**config.mk**
```make
export PLATFORM = sky130hd
export DESIGN_NAME = pmc_top
export DESIGN_NICKNAME = d
export VERILOG_FILES = /design/src/verilog/pmc_pkg.sv /design/src/verilog/pmc_clk_switch.sv /design/src/verilog/pmc_top.sv
export SDC_FILE = /design/constraint.sdc
export NUM_CORES = 1
export LEC_CHECK = 0
export BUFFER_PORTS_ARGS = -buffer_cell sky130_fd_sc_hd__buf_2
export CAP_MARGIN = 20
export CORE_ASPECT_RATIO = 1.75
export CORE_MARGIN = 4
export CORE_UTILIZATION = 48
export CTS_CLUSTER_SIZE = 14
export DETAILED_ROUTE_END_ITERATION = 8
export GPL_TIMING_DRIVEN = 0
export PLACE_DENSITY = 0.75
export SLEW_MARGIN = 10
export SYNTH_ARGS = -nofsm -noshare
export SYNTH_HDL_FRONTEND = slang
export SYNTH_HIERARCHICAL = 1
export SYNTH_SLANG_ARGS = --single-unit
```
**constraint.sdc**
```tcl
create_clock -name core_clk_i -period 2.95 [get_ports core_clk_i]
set_clock_uncertainty 0.1 [all_clocks]
set_input_delay 0.4425 -clock core_clk_i [delete_from_list [all_inputs] [get_ports core_clk_i]]
set_output_delay 0.4425 -clock core_clk_i [all_outputs]
set_load 0.02 [all_outputs]
```
**src/verilog/pmc_pkg.sv**
```systemverilog
package pmc_pkg;

  // Register indices on the plain register port
  localparam logic [1:0] PMC_ADDR_CTRL = 2'h0;
  localparam logic [1:0] PMC_ADDR_CMD = 2'h1;
  localparam logic [1:0] PMC_ADDR_STAT = 2'h2;

  // power_mode_control field positions
  localparam int PMC_SLOW_ON_BIT = 7;
  localparam int PMC_FAST_ON_BIT = 6;
  localparam int PMC_TIMER_SLOW_BIT = 5;
  localparam int PMC_CORE_SLOW_BIT = 4;
  localparam int PMC_RSVD_BIT = 3;
  localparam int PMC_WIN_MSB = 2;

  // Power command register field positions
  localparam int PMC_CMD_HALT_BIT = 7;
  localparam int PMC_CMD_IDLE_BIT = 6;

  localparam logic [7:0] PMC_CTRL_RESET = 8'h40;

  // Legal upper nibbles, in sequence order
  localparam logic [3:0] PMC_NIB_HIGH = 4'h4;
  localparam logic [3:0] PMC_NIB_HS_DC = 4'hc;
  localparam logic [3:0] PMC_NIB_DUAL = 4'he;
  localparam logic [3:0] PMC_NIB_DC_LS = 4'hf;
  localparam logic [3:0] PMC_NIB_LOW = 4'hb;

  typedef enum logic [2:0] {
    PMC_MODE_HIGH = 3'b000,
    PMC_MODE_HS_DC = 3'b001,
    PMC_MODE_DUAL = 3'b010,
    PMC_MODE_DC_LS = 3'b011,
    PMC_MODE_LOW = 3'b100,
    PMC_MODE_BAD = 3'b111
  } pmc_mode_e;

  typedef enum logic [0:0] {
    PMC_SW_RUN = 1'b0,
    PMC_SW_WAIT = 1'b1
  } pmc_sw_e;

  typedef struct packed {
    pmc_sw_e state;
    logic sel;
    logic tick;
  } pmc_sw_s;

  typedef struct packed {
    logic [7:0] ctrl;
    logic halt;
    logic idle;
    logic [7:0] rdata;
    logic [1:0] fast_sync;
    logic [1:0] slow_sync;
    logic fast_prev;
    logic slow_prev;
    logic [1:0] wake_sync;
    logic wake_prev;
    logic [1:0] opt_sync;
    logic fast_tick;
    logic slow_tick;
    logic core_en;
    logic timer_en;
    logic timer_slow;
    logic core_slow;
  } pmc_state_s;

  function automatic pmc_mode_e pmc_mode_of(input logic [3:0] nib);
    case (nib)
      PMC_NIB_HIGH: pmc_mode_of = PMC_MODE_HIGH;
      PMC_NIB_HS_DC: pmc_mode_of = PMC_MODE_HS_DC;
      PMC_NIB_DUAL: pmc_mode_of = PMC_MODE_DUAL;
      PMC_NIB_DC_LS: pmc_mode_of = PMC_MODE_DC_LS;
      PMC_NIB_LOW: pmc_mode_of = PMC_MODE_LOW;
      default: pmc_mode_of = PMC_MODE_BAD;
    endcase
  endfunction

  // True when nib_new is the same as, or one step from, nib_cur
  function automatic logic pmc_step_ok(input logic [3:0] nib_cur,
                                       input logic [3:0] nib_new);
    logic [2:0] a;
    logic [2:0] b;
    a = pmc_mode_of(nib_cur);
    b = pmc_mode_of(nib_new);
    if (a == PMC_MODE_BAD || b == PMC_MODE_BAD) begin
      pmc_step_ok = 1'b0;
    end else begin
      pmc_step_ok = (a == b) || (a == b + 3'h1) || (b == a + 3'h1);
    end
  endfunction

endpackage

```
**src/verilog/pmc_clk_switch.sv**
```systemverilog
`timescale 1ns/1ps
module pmc_clk_switch
  import pmc_pkg::*;
(
  input wire logic core_clk_i,
  input wire logic sys_rst_i,
  input wire logic fast_tick_i,
  input wire logic slow_tick_i,
  input wire logic sel_slow_i,
  output logic tick_o,
  output logic slow_active_o
);

  pmc_sw_s q;
  pmc_sw_s next_q;

  // Old source stops at once; the first tick of the new source only
  // aligns, so no period shorter than the new one reaches the core.
  always_comb begin
    next_q = q;
    next_q.tick = 1'b0;
    case (q.state)
      PMC_SW_RUN: begin
        if (sel_slow_i != q.sel) begin
          next_q.state = PMC_SW_WAIT;
          next_q.sel = sel_slow_i;
        end else begin
          next_q.tick = q.sel ? slow_tick_i : fast_tick_i;
        end
      end
      PMC_SW_WAIT: begin
        next_q.sel = sel_slow_i;
        if (sel_slow_i == q.sel && (q.sel ? slow_tick_i : fast_tick_i)) begin
          next_q.state = PMC_SW_RUN;
        end
      end
      default: begin
        next_q.state = PMC_SW_RUN;
      end
    endcase
  end

  always_ff @(posedge core_clk_i or posedge sys_rst_i) begin
    if (sys_rst_i) begin
      q <= '{state: PMC_SW_RUN, sel: 1'b0, tick: 1'b0};
    end else begin
      q <= next_q;
    end
  end

  assign tick_o = q.tick;
  assign slow_active_o = q.sel;

  sw_change_gap_a: assert property (
    @(posedge core_clk_i) disable iff (sys_rst_i)
    (q.state == PMC_SW_RUN && sel_slow_i != q.sel) |=> !tick_o [*2])
    else $error("tick passed right after a source change");

  sw_wait_quiet_a: assert property (
    @(posedge core_clk_i) disable iff (sys_rst_i)
    (q.state == PMC_SW_WAIT) |=> !tick_o)
    else $error("tick passed while aligning to new source");

endmodule

```
**src/verilog/pmc_top.sv**
```systemverilog
// Behaviour
// - Reset loads control register with 40 hex
// - Bit 7 turns slow oscillator on
// - Bit 6 turns fast oscillator on
// - Bit 5 picks idle timer clock source
// - Bit 4 picks core clock source
// - Select pair encodes high, dual, low speed
// - Pair 01 forces low speed
// - Low three bits go to idle timer
// - Upper nibble holds one of five values
// - Non-adjacent step writes are ignored entirely
// - Reset gives high speed; low needs dual
// - HALT stops core clock and fast oscillator
// - Option bit allows or refuses HALT requests
// - IDLE keeps oscillator and timer running
// - Command bit 7 enters HALT
// - Command bit 6 enters IDLE
`timescale 1ns/1ps
module pmc_top
  import pmc_pkg::*;
(
  input wire logic core_clk_i,
  input wire logic sys_rst_i,
  input wire logic [1:0] reg_addr_i,
  input wire logic [7:0] reg_wdata_i,
  input wire logic reg_wr_i,
  input wire logic reg_rd_i,
  input wire logic fast_osc_input_i,
  input wire logic slow_osc_pin_a_i,
  input wire logic halt_option_i,
  input wire logic multi_input_wakeup_i,
  input wire logic idle_exit_i,
  output logic [7:0] reg_rdata_o,
  output logic slow_osc_on_o,
  output logic fast_osc_on_o,
  output logic fast_osc_stop_o,
  output logic idle_timer_slow_o,
  output logic core_clock_slow_o,
  output logic [2:0] idle_window_sel_o,
  output logic core_clk_en_o,
  output logic idle_timer_clk_en_o,
  output logic halt_o,
  output logic idle_o
);

  pmc_state_s q;
  pmc_state_s next_q;
  logic sw_tick;
  logic sw_slow_active;

  pmc_clk_switch u_switch (
    .core_clk_i(core_clk_i),
    .sys_rst_i(sys_rst_i),
    .fast_tick_i(q.fast_tick),
    .slow_tick_i(q.slow_tick),
    .sel_slow_i(q.core_slow),
    .tick_o(sw_tick),
    .slow_active_o(sw_slow_active)
  );

  always_comb begin
    logic ctrl_wr;
    logic cmd_wr;
    logic halt_go;
    logic idle_go;
    logic wake_rise;
    logic fast_edge;
    logic slow_edge;
    ctrl_wr = reg_wr_i && (reg_addr_i == PMC_ADDR_CTRL);
    cmd_wr = reg_wr_i && (reg_addr_i == PMC_ADDR_CMD);
    halt_go = cmd_wr && reg_wdata_i[PMC_CMD_HALT_BIT] && q.opt_sync[1];
    idle_go = cmd_wr && reg_wdata_i[PMC_CMD_IDLE_BIT] && !halt_go;
    wake_rise = q.wake_sync[1] && !q.wake_prev;
    fast_edge = q.fast_sync[1] && !q.fast_prev;
    slow_edge = q.slow_sync[1] && !q.slow_prev;
    next_q = q;

    // Oscillator, wake-up and option pins pass two flops before anything looks at them
    next_q.fast_sync = {q.fast_sync[0], fast_osc_input_i};
    next_q.slow_sync = {q.slow_sync[0], slow_osc_pin_a_i};
    next_q.wake_sync = {q.wake_sync[0], multi_input_wakeup_i};
    next_q.opt_sync = {q.opt_sync[0], halt_option_i};
    next_q.fast_prev = q.fast_sync[1];
    next_q.slow_prev = q.slow_sync[1];
    next_q.wake_prev = q.wake_sync[1];

    // Only a legal, adjacent upper nibble is taken; else no change
    if (ctrl_wr && pmc_step_ok(q.ctrl[7:4], reg_wdata_i[7:4])) begin
      next_q.ctrl = {reg_wdata_i[7:4], 1'b0, reg_wdata_i[PMC_WIN_MSB:0]};
    end

    // Power-save entry; a halted or idle core issues no commands
    if (!q.halt && !q.idle) begin
      if (halt_go) begin
        next_q.halt = 1'b1;
      end else if (idle_go) begin
        next_q.idle = 1'b1;
      end
    end
    if (q.halt && wake_rise) begin
      next_q.halt = 1'b0;
    end
    if (q.idle && (wake_rise || idle_exit_i)) begin
      next_q.idle = 1'b0;
    end

    // Fast oscillator held still through HALT
    next_q.fast_tick = fast_edge && q.ctrl[PMC_FAST_ON_BIT]
                       && !q.halt && !next_q.halt;
    next_q.slow_tick = slow_edge && q.ctrl[PMC_SLOW_ON_BIT];

    // Core slow with timer fast is treated as low speed
    next_q.core_slow = q.ctrl[PMC_CORE_SLOW_BIT];
    next_q.timer_slow = q.ctrl[PMC_TIMER_SLOW_BIT]
                        || q.ctrl[PMC_CORE_SLOW_BIT];

    // Idle timer keeps counting in IDLE
    next_q.timer_en = q.timer_slow ? q.slow_tick : q.fast_tick;
    next_q.core_en = sw_tick && !q.halt && !q.idle
                     && !next_q.halt && !next_q.idle;

    next_q.rdata = 8'h00;
    if (reg_rd_i) begin
      case (reg_addr_i)
        PMC_ADDR_CTRL: next_q.rdata = q.ctrl;
        PMC_ADDR_CMD: next_q.rdata = {q.halt, q.idle, 6'h00};
        PMC_ADDR_STAT: next_q.rdata = {q.halt, q.idle, sw_slow_active,
                                       q.timer_slow, q.core_slow,
                                       q.opt_sync[1], 2'h0};
        default: next_q.rdata = 8'h00;
      endcase
    end
  end

  always_ff @(posedge core_clk_i or posedge sys_rst_i) begin
    if (sys_rst_i) begin
      q <= '0;
      q.ctrl <= PMC_CTRL_RESET;
    end else begin
      q <= next_q;
    end
  end

  assign reg_rdata_o = q.rdata;
  assign slow_osc_on_o = q.ctrl[PMC_SLOW_ON_BIT];
  assign fast_osc_on_o = q.ctrl[PMC_FAST_ON_BIT];
  assign fast_osc_stop_o = q.halt;
  assign idle_timer_slow_o = q.timer_slow;
  assign core_clock_slow_o = q.core_slow;
  assign idle_window_sel_o = q.ctrl[PMC_WIN_MSB:0];
  assign core_clk_en_o = q.core_en;
  assign idle_timer_clk_en_o = q.timer_en;
  assign halt_o = q.halt;
  assign idle_o = q.idle;

  reset_value_a: assert property (
    @(posedge core_clk_i) disable iff (1'b0)
    sys_rst_i |-> (q.ctrl == PMC_CTRL_RESET && !halt_o && !idle_o))
    else $error("control register not at reset value");

  high_after_reset_a: assert property (
    @(posedge core_clk_i) disable iff (1'b0)
    sys_rst_i |-> (pmc_mode_of(q.ctrl[7:4]) == PMC_MODE_HIGH))
    else $error("reset did not give high speed mode");

  legal_nibble_a: assert property (
    @(posedge core_clk_i) disable iff (sys_rst_i)
    pmc_mode_of(q.ctrl[7:4]) != PMC_MODE_BAD)
    else $error("upper nibble holds an illegal value");

  adjacent_step_a: assert property (
    @(posedge core_clk_i) disable iff (sys_rst_i)
    ##1 pmc_step_ok($past(q.ctrl[7:4]), q.ctrl[7:4]))
    else $error("mode moved by more than one step");

  no_low_to_high_a: assert property (
    @(posedge core_clk_i) disable iff (sys_rst_i)
    (pmc_mode_of(q.ctrl[7:4]) == PMC_MODE_LOW)
      |=> (pmc_mode_of(q.ctrl[7:4]) != PMC_MODE_HIGH))
    else $error("high speed reached straight from low speed");

  bad_write_kept_a: assert property (
    @(posedge core_clk_i) disable iff (sys_rst_i)
    (reg_wr_i && reg_addr_i == PMC_ADDR_CTRL
      && !pmc_step_ok(q.ctrl[7:4], reg_wdata_i[7:4]))
      |=> $stable(q.ctrl))
    else $error("ignored write changed the register");

  slow_on_write_a: assert property (
    @(posedge core_clk_i) disable iff (sys_rst_i)
    (reg_wr_i && reg_addr_i == PMC_ADDR_CTRL
      && pmc_step_ok(q.ctrl[7:4], reg_wdata_i[7:4]))
      |=> (slow_osc_on_o == $past(reg_wdata_i[PMC_SLOW_ON_BIT])
           && fast_osc_on_o == $past(reg_wdata_i[PMC_FAST_ON_BIT])))
    else $error("accepted write not seen on oscillator enables");

  window_pass_a: assert property (
    @(posedge core_clk_i) disable iff (sys_rst_i)
    (reg_wr_i && reg_addr_i == PMC_ADDR_CTRL
      && pmc_step_ok(q.ctrl[7:4], reg_wdata_i[7:4]))
      |=> (idle_window_sel_o == $past(reg_wdata_i[PMC_WIN_MSB:0])))
    else $error("window select not passed through");

  force_low_a: assert property (
    @(posedge core_clk_i) disable iff (sys_rst_i)
    core_clock_slow_o |-> idle_timer_slow_o)
    else $error("core slow while idle timer fast");

  timer_source_a: assert property (
    @(posedge core_clk_i) disable iff (sys_rst_i)
    (q.timer_slow && q.slow_tick) |=> idle_timer_clk_en_o)
    else $error("idle timer missed a slow tick");

  core_source_a: assert property (
    @(posedge core_clk_i) disable iff (sys_rst_i)
    ##1 (core_clock_slow_o == $past(q.ctrl[PMC_CORE_SLOW_BIT])))
    else $error("core select does not follow register");

  halt_enter_a: assert property (
    @(posedge core_clk_i) disable iff (sys_rst_i)
    (reg_wr_i && reg_addr_i == PMC_ADDR_CMD
      && reg_wdata_i[PMC_CMD_HALT_BIT] && q.opt_sync[1]
      && !halt_o && !idle_o) |=> halt_o)
    else $error("halt command not taken");

  halt_refused_a: assert property (
    @(posedge core_clk_i) disable iff (sys_rst_i)
    (reg_wr_i && reg_addr_i == PMC_ADDR_CMD
      && !q.opt_sync[1] && !halt_o) |=> !halt_o)
    else $error("halt entered while option disallows it");

  idle_enter_a: assert property (
    @(posedge core_clk_i) disable iff (sys_rst_i)
    (reg_wr_i && reg_addr_i == PMC_ADDR_CMD
      && reg_wdata_i[PMC_CMD_IDLE_BIT] && !reg_wdata_i[PMC_CMD_HALT_BIT]
      && !halt_o && !idle_o) |=> idle_o)
    else $error("idle command not taken");

  halt_stops_a: assert property (
    @(posedge core_clk_i) disable iff (sys_rst_i)
    halt_o |=> (!core_clk_en_o && !q.fast_tick && fast_osc_stop_o
                || !halt_o))
    else $error("clock ran during halt");

  idle_core_a: assert property (
    @(posedge core_clk_i) disable iff (sys_rst_i)
    (idle_o && q.fast_tick && !q.timer_slow)
      |=> (!core_clk_en_o && idle_timer_clk_en_o))
    else $error("idle state gated the wrong clock");

  rsvd_zero_a: assert property (
    @(posedge core_clk_i) disable iff (sys_rst_i)
    !q.ctrl[PMC_RSVD_BIT])
    else $error("reserved bit stored as one");

  ctrl_read_a: assert property (
    @(posedge core_clk_i) disable iff (sys_rst_i)
    (reg_rd_i && reg_addr_i == PMC_ADDR_CTRL)
      |=> (reg_rdata_o == $past(q.ctrl)))
    else $error("control read returned wrong data");

  cmd_read_a: assert property (
    @(posedge core_clk_i) disable iff (sys_rst_i)
    (reg_rd_i && reg_addr_i == PMC_ADDR_CMD)
      |=> (reg_rdata_o == {$past(halt_o), $past(idle_o), 6'h00}))
    else $error("command read returned wrong data");

  fast_gate_a: assert property (
    @(posedge core_clk_i) disable iff (sys_rst_i)
    !fast_osc_on_o |=> !q.fast_tick)
    else $error("fast tick while fast oscillator off");

  slow_gate_a: assert property (
    @(posedge core_clk_i) disable iff (sys_rst_i)
    !slow_osc_on_o |=> !q.slow_tick)
    else $error("slow tick while slow oscillator off");

  timer_fast_a: assert property (
    @(posedge core_clk_i) disable iff (sys_rst_i)
    (!q.timer_slow && q.fast_tick) |=> idle_timer_clk_en_o)
    else $error("idle timer missed a fast tick");

  timer_other_a: assert property (
    @(posedge core_clk_i) disable iff (sys_rst_i)
    (q.timer_slow && !q.slow_tick) |=> !idle_timer_clk_en_o)
    else $error("idle timer ticked from the fast clock");

  high_mode_a: assert property (
    @(posedge core_clk_i) disable iff (sys_rst_i)
    (pmc_mode_of(q.ctrl[7:4]) == PMC_MODE_HIGH)
      |=> (!core_clock_slow_o && !idle_timer_slow_o))
    else $error("high speed mode did not select fast clocks");

  dual_mode_a: assert property (
    @(posedge core_clk_i) disable iff (sys_rst_i)
    (pmc_mode_of(q.ctrl[7:4]) == PMC_MODE_DUAL)
      |=> (!core_clock_slow_o && idle_timer_slow_o))
    else $error("dual clock mode selected the wrong clocks");

  low_mode_a: assert property (
    @(posedge core_clk_i) disable iff (sys_rst_i)
    (pmc_mode_of(q.ctrl[7:4]) == PMC_MODE_LOW)
      |=> (core_clock_slow_o && idle_timer_slow_o))
    else $error("low speed mode did not select slow clocks");

  switch_gate_a: assert property (
    @(posedge core_clk_i) disable iff (sys_rst_i)
    !sw_tick |=> !core_clk_en_o)
    else $error("core enable without a switch tick");

  idle_core_off_a: assert property (
    @(posedge core_clk_i) disable iff (sys_rst_i)
    idle_o |=> !core_clk_en_o)
    else $error("core clock ran during idle");

  idle_exit_a: assert property (
    @(posedge core_clk_i) disable iff (sys_rst_i)
    (idle_o && idle_exit_i) |=> !idle_o)
    else $error("idle timer exit not taken");

  halt_wake_a: assert property (
    @(posedge core_clk_i) disable iff (sys_rst_i)
    (halt_o && q.wake_sync[1] && !q.wake_prev) |=> !halt_o)
    else $error("wake-up edge did not end halt");

  halt_no_idle_a: assert property (
    @(posedge core_clk_i) disable iff (sys_rst_i)
    (halt_o && !idle_o) |=> !idle_o)
    else $error("command taken while halted");

  idle_no_halt_a: assert property (
    @(posedge core_clk_i) disable iff (sys_rst_i)
    (idle_o && !halt_o) |=> !halt_o)
    else $error("command taken while idle");

endmodule

```
[Word level (Yosys, flattened, before mapping)]
Cells that the tools add are included.
Word-level totals
  bits in registers: 37
  bits of input ports: 19
  logic and storage cells: 97
Operators by class
  add/sub/neg operators: 2
  equal/unequal tests: 20
  multiplexer cells: 18
  bitwise gates (word level): 1
  reduce and logical (&&, ||, !) cells: 36
Operators with widths (number)
  $eq A4 B4 Y1 const B: 8
  $pmux W3 S5: 2
  $pmux W8 S3: 1
  $logic_and A1 B1 Y1: 22
  $mux W1: 11
  $eq A3 B3 Y1: 3
  $eq A4 B3 Y1 const B: 2
  $logic_not A1 Y1: 8
  $mux W8: 1
  $add A3 B1 Y3 const B: 2
  $eq A3 B3 Y1 const B: 2
  $logic_or A1 B1 Y1: 5
  $mux W2: 2
  $pmux W2 S2: 1
  $eq A2 B1 Y1 const B: 1
  $eq A2 B2 Y1 const B: 1
  $logic_not A2 Y1: 1
  $ne A2 B1 Y1 const B: 1
  $eq A1 B1 Y1: 1
  $ne A1 B1 Y1: 1
  $not A1 Y1: 1

[Depth between registers and ports, before layout]
Gate-level depths: netlist of the first run.
  word-level depth: 13
  gate-level depth with buffers: 12
  mapped depth without buffers: 11

[By module]
The synthesis of the first run kept the hierarchy.
By module, submodules not included
  pmc_top: times used 1, cells an instance 142, area an instance 1626.6 sq um, sequential area each 852.1 sq um
  pmc_clk_switch: times used 1, cells an instance 13, area an instance 143.9 sq um, sequential area each 75.1 sq um

[Worst setup path after synthesis of the first run]
Ideal clock, no wire load.
  path type: register to register
  start point: reg q (netlist bit fast_osc_on_o)
  end point: reg q (netlist bit idle_window_sel_o[0])
  library setup time: 125 ps
  arrival: 2835 ps
  required time: 2725 ps
  setup slack: -110 ps
  stages on the path, launching flop included: 11
  path buffers: 0
  cells stage by stage: dfstp_2 -> or2b_1 -> o21bai_2 -> inv_1 -> ha_1 -> ha_1 -> o31a_1 -> o22ai_1 -> nor3b_2 -> a211oi_4 -> mux2_2
Between the ends
  longest elaborated chain between the ends: 7
RTL lines
  start: declaration: RTL line pmc_top.sv:46  | pmc_state_s q;
  start signal: assignment: RTL line pmc_top.sv:140  | q <= next_q;
  $eq A4 B4 Y1 / $eq A4 B3 Y1 (equally long branches): RTL line pmc_pkg.sv:70  | case (nib)
  $pmux W3 S5 (*): RTL line pmc_pkg.sv:70
  $add A3 B1 Y3 / $eq A3 B3 Y1 (equally long branches): RTL line pmc_pkg.sv:90  | pmc_step_ok = (a == b) || (a == b + 3'h1) || (b == a + 3'h1);
  $eq A3 B3 Y1 / $logic_or A1 B1 Y1 (equally long branches): RTL line pmc_pkg.sv:90
  $logic_or A1 B1 Y1: RTL line pmc_pkg.sv:90
  $mux W1 (*): RTL line pmc_pkg.sv:87  | if (a == PMC_MODE_BAD || b == PMC_MODE_BAD) begin
  $logic_and A1 B1 Y1 (*): RTL line pmc_top.sv:88  | if (ctrl_wr && pmc_step_ok(q.ctrl[7:4], reg_wdata_i[7:4])) begin
Mark *: on every way between the ends. The rest lies on a longest branch, timed or not.
A chain may end at the register's enable or synchronous reset.

[Worst setup path after layout of the first run]
Same ends and word-level chain as after synthesis.

==> metrics, run 1 <==
synth warn=6; first-pass GRT wire length=5809 um; CP max-delay cell=dfstp_2; DRC=0; Mapped Area=1770 um2; diode count=0; Layout fillers=281; design area=2281 um2; number of max-cap violations=0; cell internal pwr=0.001082 W; Tightest Hold Check Type=primary input to flip-flop; Critical Path, Cell by Cell=or2b_1, o21bai_2, inv_2, ha_4, nor4bb_2, o21ai_1, a21boi_1, nor3b_2, a211oi_4, buf_12, mux2_4; CP max stage delay=560 ps; synthesis-to-finish area growth=28.83%; All-Layer GR Usage=17.31%; worst-skew pair later-pin latency=290 ps; largest area contributor in the netlist=dfrtp_1; synthesized net count=179; r2r startpoint=fast_osc_on_o; DP HPWL=2759 um; critical path required time=3020 ps; Main synth FF type=dfrtp_1; Hold Path Sink=next_q[14]; CP startpoint kind=flip-flop; CTS tree=yes; first drt pass iteration count=4; Initial Utilization=49.29%; switch share=31.63%; Slew @ Worst Pin=718.6 ps; PnR worst setup slack=46.09 ps; Cell Area, Placed=2077 um2; Final Hold Vio Count=0; Synth Register Bits=37; crit share post-route=98.44%; Slew headroom=52.04%; clock sink total=37; Slew Limit Fails=0; syn avg cell area=11.42 um2; Post-synth EDFFs=0; vias in the first global route=1314; asr flop ratio synth=100.0%; Worst VDD drop=0.3793 mV; initial antenna violation count=0; crit path kind=flip-flop to flip-flop; dpl ws=-225.1 ps; DRT Wirelength=3742 um; sequential group share of total power=40.3%; Hold Crit Start=slow_osc_pin_a_i; Yosys cell types=44; Final ANT Viol Nets=0; total global routing overflow=0; Top-Level Pins=39; largest net degree at the start of global routing=19; Clock Path Buffers=2; Num CTS Buffers=5; CP Data Arrival Time=2980 ps; top-count cell post-synth=dfrtp_1; # H-tree levels=2; worst flop-to-flop path endpoint=idle_window_sel_o[0]; final setup vio count=0; Synth top area share=50.88%; Commonest cells post-synth=36 x dfrtp_1, 12 x buf_4, 10 x nor2_1; worst reg-to-reg path cell count=11; Avg Vias per Cell=5.238; sequential cell area=928.4 um2; Tmin final=2904 ps; WL per Instance=14.85 um; status=completed; endpoint type of the worst setup path=flip-flop; Die Ht=88.34 um; Die W=53.91 um; root buf cell=clkbuf_8; core area=3592 um2; port bufs=34; layout cells sized above 1=41.26%; WHS Path Cells=1; top cells by area, synth=dfrtp_1 51%, buf_4 5.1%, mux2_2 5.1%; routability cong.=0.9024; initial DRC count=33; worst reg-to-reg setup slack=50 ps; via count=1320; die area=4762 um2; Multi-input gate area=765.7 um2; Pwr Density=693.9 nW/um2; Crit Path Max Fanout=7; synthesized instance count=155; clock slew seen by the registers of the worst setup and hold paths=70 ps; static leakage=1.178 nW; fin nets=229; row count=29; Psw=0.0005006 W; Clk network pwr share=26.9%; Gate power share=32.8%; Seq/Total Area, Yosys=52.37%; FMAX=0.3444 GHz
state kept, by name (all words and copies together) (netlist names):
signal and cells:
next_q 8, reg_rdata_o 8, q 7, idle_window_sel_o 3
core_clk_en_o 1, core_clock_slow_o 1, fast_osc_on_o 1, fast_osc_stop_o 1
idle_o 1, idle_timer_clk_en_o 1, idle_timer_slow_o 1, slow_osc_on_o 1
u_switch/q 1, u_switch/slow_active_o 1, u_switch/tick_o 1
worst max-delay path, delay by kind of cell (launching register included):
| kind | cells | cell delay, ps |
|---|---|---|
| multiplexers | 1 | 300 |
| flip-flops | 1 | 560 |
| adder cells (fa/ha/maj) | 1 | 260 |
| AO/OA/AOI/OAI | 4 | 710 |
| AND/OR/NAND/NOR | 3 | 610 |
| buffers and inverters | 2 | 240 |
what timing repair did:
item	CTS	global route
hold endpoints to repair	3	0
setup buffers	5	2
resized for setup	2	3
setup endpoints to repair	7	7
pin swaps	3	3
hold buffers	1	0
metal layers:
layer  global-route usage, %  up-vias  routed length [um]
met5                       0        -                   0
met4                   11.16        0                 153
met3                   3.373       13                 159
met2                   32.01       33                2191
met1                   16.26      658                1238
li1                        -      616                   -
final cells by class:
class,count,area share (%)
clock buffer,6,3.182
tap,46,2.523
multi-input combinational,94,33.57
buffer,16,5.047
sequential,37,40.70
clock inverter,2,1.700
timing repair buffer,43,11.96
inverter,8,1.317
power groups by stage:
stage                     clock (W)  sequential, W  combinational (W)
after floorplan                   0       0.000656           0.000328
after global placement            0       0.000647           0.000441
after detailed placement          0       0.000653           0.000467
after CTS                  0.000433       0.000639           0.000497
after global routing       0.000459       0.000649           0.000565
final                      0.000426       0.000637           0.000519
stage by stage:
stage	TNS [ps]	total power [W]	util (%)	std cells	hold WS, ps
6_report	0	0.001583	63.50	252	153.9
3_5_place_dp	-1499	0.001119	57.82	236	225.2
5_1_grt	-233.1	0.001673	63.50	252	143.2
2_1_floorplan	0	0.0009837	-	155	96.14
3_3_place_gp	-913.7	0.001088	57.05	235	212.7
4_1_cts	0	0.001569	62.70	250	147.9
worst max-delay path by stage:
| stage | startpoint | endpoint | slack [ps] | cells past startpoint |
|---|---|---|---|---|
| after floorplan | fast_osc_on_o | slow_osc_on_o | 0.1 | 10 |
| after global placement | reg_wdata_i[5] | idle_window_sel_o[2] | -140 | 10 |
| after detailed placement | fast_osc_on_o | idle_window_sel_o[2] | -230 | 9 |
| after CTS | fast_osc_on_o | idle_window_sel_o[0] | 3 | 11 |
| after global routing | fast_osc_on_o | idle_window_sel_o[2] | -40 | 11 |
| final | fast_osc_on_o | idle_window_sel_o[0] | 50 | 11 |
layout by cell type (no fill, tap or decap), types with 2 or more instances in the layout:
| master | Yosys | final |
|---|---|---|
| nor4b_1 | 2 | 2 |
| and2_1 | 3 | 3 |
| nand2_1 | 8 | 8 |
| inv_1 | 8 | 7 |
| dfrtp_1 | 36 | 35 |
| nor3_1 | 2 | 2 |
| a21oi_1 | 4 | 3 |
| nand2b_1 | 2 | 2 |
| o21ai_1 | 1 | 2 |
| buf_4 | 12 | 18 |
| clkbuf_8 | 0 | 5 |
| nor2b_1 | 3 | 3 |
| xnor2_1 | 3 | 3 |
| nor2_1 | 10 | 10 |
| nand3_1 | 3 | 3 |
| ha_1 | 5 | 3 |
| ha_4 | 0 | 2 |
| mux2_4 | 1 | 8 |
| buf_2 | 2 | 36 |
| mux2i_1 | 7 | 7 |
| o21ai_0 | 6 | 5 |
| and3_1 | 5 | 5 |
| clkbuf_1 | 1 | 2 |
| xor2_1 | 2 | 2 |
logic make-up (layout without fill, tap and decap cells):
group | count (synthesis) | count (layout) | synth area share (%)
multiplexers | 16 | 16 | 9.894
buffers and inverters | 24 | 75 | 8.198
XOR/XNOR | 5 | 5 | 2.474
AO/OA/AOI/OAI | 22 | 22 | 8.835
AND/OR/NAND/NOR | 46 | 46 | 14.70
adder cells (fa/ha/maj) | 5 | 5 | 3.534
flip-flops | 37 | 37 | 52.37
(Power assumes the default switching activity.)
==> run 2: changes to the inputs <==
--- a/config.mk
+++ b/config.mk
@@ -9,11 +9,12 @@
 export CAP_MARGIN = 20
 export CORE_ASPECT_RATIO = 1.75
 export CORE_MARGIN = 4
-export CORE_UTILIZATION = 48
+export CORE_UTILIZATION = 50
+export CTS_BUF_LIST = sky130_fd_sc_hd__clkbuf_8
 export CTS_CLUSTER_SIZE = 14
 export DETAILED_ROUTE_END_ITERATION = 8
 export GPL_TIMING_DRIVEN = 0
-export PLACE_DENSITY = 0.75
+export PLACE_DENSITY = 0.77
 export SLEW_MARGIN = 10
 export SYNTH_ARGS = -nofsm -noshare
 export SYNTH_HDL_FRONTEND = slang
==> run 2 against run 1 <==
Against the previous run:
- global-route usage up 1.1 points
- non-clock buffer count up 1
- cell count unchanged
- core utilization up 3.1 points
- first-iteration DRC count up 9.1%
- sequential power about the same
- register-to-register slack about the same
- via count up 0.38%
- highest routed layer unchanged
==> metrics, run 2 (same netlist as run 1, synthesis figures left out) <==
Layout fillers=262; first-pass GRT wire length=6030 um; static leakage=1.180 nW; Initial Utilization=52.10%; Final Util=66.61%; WL per Instance=15.11 um; Final ANT Viol Nets=0; DRC=0; final setup vio count=0; row count=28; largest net degree at the start of global routing=21; Tightest Hold Check Type=primary input to flip-flop; via count=1325; core area=3398 um2; diode count=0; Num CTS Buffers=5; root buf cell=clkbuf_8; initial antenna violation count=0; clock sink total=37; port bufs=34; worst-skew pair later-pin latency=280 ps; most frequent cells in the layout=36 x buf_2, 35 x dfrtp_1, 19 x buf_4, 10 x nor2_1, 10 x inv_1; status=completed; r2r startpoint=fast_osc_on_o; Die W=52.98 um; first drt pass iteration count=5; Avg Vias per Cell=5.258; FMAX=0.3431 GHz; synthesis-to-finish area growth=27.84%; critical path endpoint=idle_window_sel_o[2]; Slew @ Worst Pin=612.9 ps; critical path required time=3020 ps; Slew Limit Fails=0; worst flop-to-flop path endpoint=idle_window_sel_o[2]; Die Ht=86.72 um; Slew headroom=59.09%; vias in the first global route=1365; power consumption=0.001486 W; commonest non-fill, non-tap cell in the layout=buf_2; worst reg-to-reg setup slack=40 ps; routability cong.=0.7539; layout cells sized above 1=41.55%; All-Layer GR Usage=18.39%; fin nets=230; Final Hold Vio Count=0; Tmin final=2915 ps; # H-tree levels=2; CP Data Arrival Time=2980 ps; endpoint type of the worst setup path=flip-flop; Worst VDD drop=0.4070 mV; total global routing overflow=0; CP startpoint kind=flip-flop; number of max-cap violations=0; Crit Path Max Fanout=6; Top-Level Pins=39; worst reg-to-reg path cell count=11; Worst setup startpoint=fast_osc_on_o; DP HPWL=2915 um; CTS tree=yes; crit path kind=flip-flop to flip-flop; DRT Wirelength=3808 um; initial DRC count=36; Pwr Density=656.7 nW/um2; crit share post-route=98.81%; die area=4594 um2; Clock Path Buffers=2; clock slew seen by the registers of the worst setup and hold paths=70 ps
run 2: worst min-delay path by stage:
| stage | start | to | depth (start not counted) |
|---|---|---|---|
| 4_1_cts | slow_osc_pin_a_i | next_q[14] | 1 |
| 3_3_place_gp | sys_rst_i | u_switch/tick_o | 2 |
| 6_report | slow_osc_pin_a_i | next_q[14] | 1 |
| 5_1_grt | slow_osc_pin_a_i | next_q[14] | 1 |
| 2_1_floorplan | sys_rst_i | u_switch/q[2] | 1 |
| 3_5_place_dp | sys_rst_i | u_switch/slow_active_o | 2 |
run 2: critical path, cell delays in order (launching register included):
cell and delay, ps:
dfstp_2 560, or2b_1 270, o21bai_2 180, inv_2 70, ha_4 160, ha_4 230
o31a_1 300, o22ai_2 120, nor3b_2 80, a211oi_4 260, buf_12 160, mux2_4 300
run 2: timing repair:
item	in CTS	in global routing
endpoints found under the setup margin	7	7
resized for setup	4	4
pin swaps	6	3
buffers inserted	7	1
hold buffers	1	0
hold endpoints to repair	3	0
run 2: per-stage QoR:
step	cells	hold slack (ps)	setup TNS, ps	setup WS (ps)	instance area (um2)
after global placement	234	210.9	-722.4	-110.9	2048
after floorplan	155	96.14	0	0.1064	1822
after global routing	252	148.2	-6.186	-4.559	2263
after detailed placement	235	231.4	-2023	-299.2	2076
after CTS	251	154.8	0	7.698	2247
final	252	160.9	0	35.21	2263
run 2: cell type report:
| class | count | area [um2] | area share [%] |
|---|---|---|---|
| Tap cell | 45 | 56.30 | 2.488 |
| Multi-Input combinational cell | 94 | 773.2 | 34.16 |
| Clock buffer | 5 | 68.82 | 3.040 |
| Timing Repair Buffer | 44 | 280.3 | 12.38 |
| Clock inverter | 3 | 11.26 | 0.4975 |
| Sequential cell | 37 | 928.4 | 41.02 |
| Inverter | 8 | 30.03 | 1.327 |
| Buffer | 16 | 115.1 | 5.086 |
run 2: layer usage:
layer	vias to the layer above	track usage (%)	share of wire, %
li1	616	-	-
met1	640	16.44	33
met2	53	33.94	58
met3	16	5.164	6.0
met4	0	11.63	3.7
met5	-	0	0
run 2: where the power goes:
group | leakage, nW | internal, W | switching, W
logic | 0.651 | 0.000262 | 0.000270
clock network | 0.0519 | 0.000157 | 0.000159
registers | 0.477 | 0.000572 | 0.0000653
total | 1.18 | 0.000992 | 0.000495
==> run 3: changes to the inputs <==
--- a/config.mk
+++ b/config.mk
@@ -7,10 +7,10 @@
 export LEC_CHECK = 0
 export BUFFER_PORTS_ARGS = -buffer_cell sky130_fd_sc_hd__buf_2
 export CAP_MARGIN = 20
-export CORE_ASPECT_RATIO = 1.75
 export CORE_MARGIN = 4
 export CORE_UTILIZATION = 50
 export CTS_BUF_LIST = sky130_fd_sc_hd__clkbuf_8
+export CTS_CLUSTER_DIAMETER = 40
 export CTS_CLUSTER_SIZE = 14
 export DETAILED_ROUTE_END_ITERATION = 8
 export GPL_TIMING_DRIVEN = 0
==> run 3 against run 2 <==
Against the previous run:
- sequential power is essentially flat
- count of clock-buffer cells in the layout is the same
- first-iteration DRC count is the same
- core utilization shrank 0.60 points
- cell count shrank 1.2%
- die area shrank 0.81%
==> metrics, run 3 (same netlist as run 1, synthesis figures left out) <==
status=completed; total global routing overflow=0; CP max stage delay=580 ps; fin nets=226; Top-Level Pins=39; most used cell, CP=ha_4; static leakage=1.151 nW; All-Layer GR Usage=15.98%; Tmin final=2920 ps; Tightest Hold Check Type=primary input to flip-flop; Critical Path, Cell by Cell=or2b_1, o21bai_2, inv_2, ha_4, ha_4, o31a_1, o22ai_1, nor3b_2, a211oi_4, buf_6, mux2_4; Gate power share=33.7%; Initial Utilization=52.23%; cell internal pwr=0.0009777 W; FMAX=0.3424 GHz; Hold Crit Start=fast_osc_input_i; dpl ws=-263.4 ps; PnR worst setup slack=29.79 ps; row count=21; Num CTS Buffers=5; Clk network pwr share=22.4%; synthesis-to-finish area growth=26.36%; Pwr Density=649.3 nW/um2; final setup vio count=0; crit path kind=flip-flop to flip-flop; RSZ-0062 raised after global routing=yes; Slew Limit Fails=0; Slew @ Worst Pin=592.6 ps; DRC=0; diode count=0; endpoint type of the worst setup path=flip-flop; layout cells sized above 1=40.89%; vias in the first global route=1212; crit share post-route=98.99%; Die W=67.51 um; clock sink total=37; CP Data Arrival Time=2980 ps; Crit Path Max Fanout=5; power consumption=0.001453 W; root buf cell=clkbuf_8; r2r startpoint=fast_osc_on_o; # H-tree levels=2; initial DRC count=36; die area=4557 um2; Psw=0.0004748 W; Worst setup startpoint=fast_osc_on_o; worst-skew pair later-pin latency=280 ps; largest net degree at the start of global routing=22; core area=3390 um2; DP HPWL=2557 um; Clock Path Buffers=2; most frequent cells in the layout=36 x buf_2, 35 x dfrtp_1, 14 x buf_4, 10 x nor2_1; CP startpoint kind=flip-flop; CTS tree=yes; Slew headroom=60.45%; first-pass GRT wire length=5382 um; Worst VDD drop=0.4985 mV; WL per Instance=13.08 um; routability cong.=0.7444; critical path required time=3010 ps; Non-Filler Instances=249; port bufs=34; via count=1277; Final Util=66.00%; sequential group share of total power=43.9%; commonest non-fill, non-tap cell in the layout=buf_2; Final ANT Viol Nets=0; Avg Vias per Cell=5.129; DRT Wirelength=3257 um; placed cells=236; clock slew seen by the registers of the worst setup and hold paths=70 ps; Final Hold Vio Count=0; initial antenna violation count=0; number of max-cap violations=0; CP max-delay cell=dfstp_2; first drt pass iteration count=4; switch share=32.69%; Die Ht=67.51 um
==> run 3: critical path: cells and delay by family, from the launching register on <==
| kind | cells | cell delay (ps) |
|---|---|---|
| adder cells (fa/ha/maj) | 2 | 380 |
| flip-flops | 1 | 580 |
| buffers and inverters | 2 | 230 |
| AND/OR/NAND/NOR | 2 | 370 |
| multiplexers | 1 | 290 |
| AO/OA/AOI/OAI | 4 | 860 |
==> run 3: final cells by class <==
class | instances | area (um2)
timing repair buffer | 40 | 245.2
fill | 268 | 1152
inverter | 8 | 30.03
clock buffer | 5 | 68.82
tap | 46 | 57.56
multi-input combinational | 94 | 774.5
buffer | 16 | 115.1
clock inverter | 3 | 17.52
sequential | 37 | 928.4
==> run 3: worst paths after layout <==
check                      slack [ps]         endpoint  cells past startpoint
max                                30            q[32]                     11
max reg2reg                        30            q[32]                     11
min reg2reg                       260             q[7]                      0
min                               170       next_q[16]                      1
max in group asynchronous        1470    fast_osc_on_o                      4
min in group asynchronous         490  u_switch/tick_o                      3
==> run 3: repair_timing <==
| action | 4_1_cts | 5_1_grt |
|---|---|---|
| endpoints found under the hold margin | 3 | 0 |
| cloned | 0 | 0 |
| pin swaps | 1 | 5 |
| resized for setup | 0 | 8 |
| setup endpoints to repair | 7 | 7 |
| hold buffers | 1 | 0 |
| buffers inserted | 4 | 0 |
==> run 3: metal layers <==
metal / global-route usage [%] / vias to the layer above / share of wire [%]
li1: - / 613 / -
met1: 20.11 / 613 / 41
met2: 27.10 / 49 / 49
met3: 4.493 / 2 / 8.8
met4: 3.797 / 0 / 0.55
met5: 0 / - / 0
==> run 3: power by group through the flow <==
stage | Clock [W] | Sequential, W | Combinational (W)
finish | 0.000325 | 0.000638 | 0.000490
global route | 0.000360 | 0.000647 | 0.000538
CTS | 0.000331 | 0.000637 | 0.000482
detailed placement | 0 | 0.000649 | 0.000465
global placement | 0 | 0.000643 | 0.000440
floorplan | 0 | 0.000656 | 0.000328
==> run 3: stage by stage <==
| step | instance area, um2 | TNS [ps] | hold slack (ps) |
|---|---|---|---|
| finish | 2237 | 0 | 166.7 |
| global route | 2237 | -445.9 | 152.5 |
| CTS | 2203 | 0 | 159.7 |
| detailed placement | 2077 | -1782 | 218.3 |
| global placement | 2049 | -1229 | 212.8 |
| floorplan | 1822 | 0 | 96.14 |
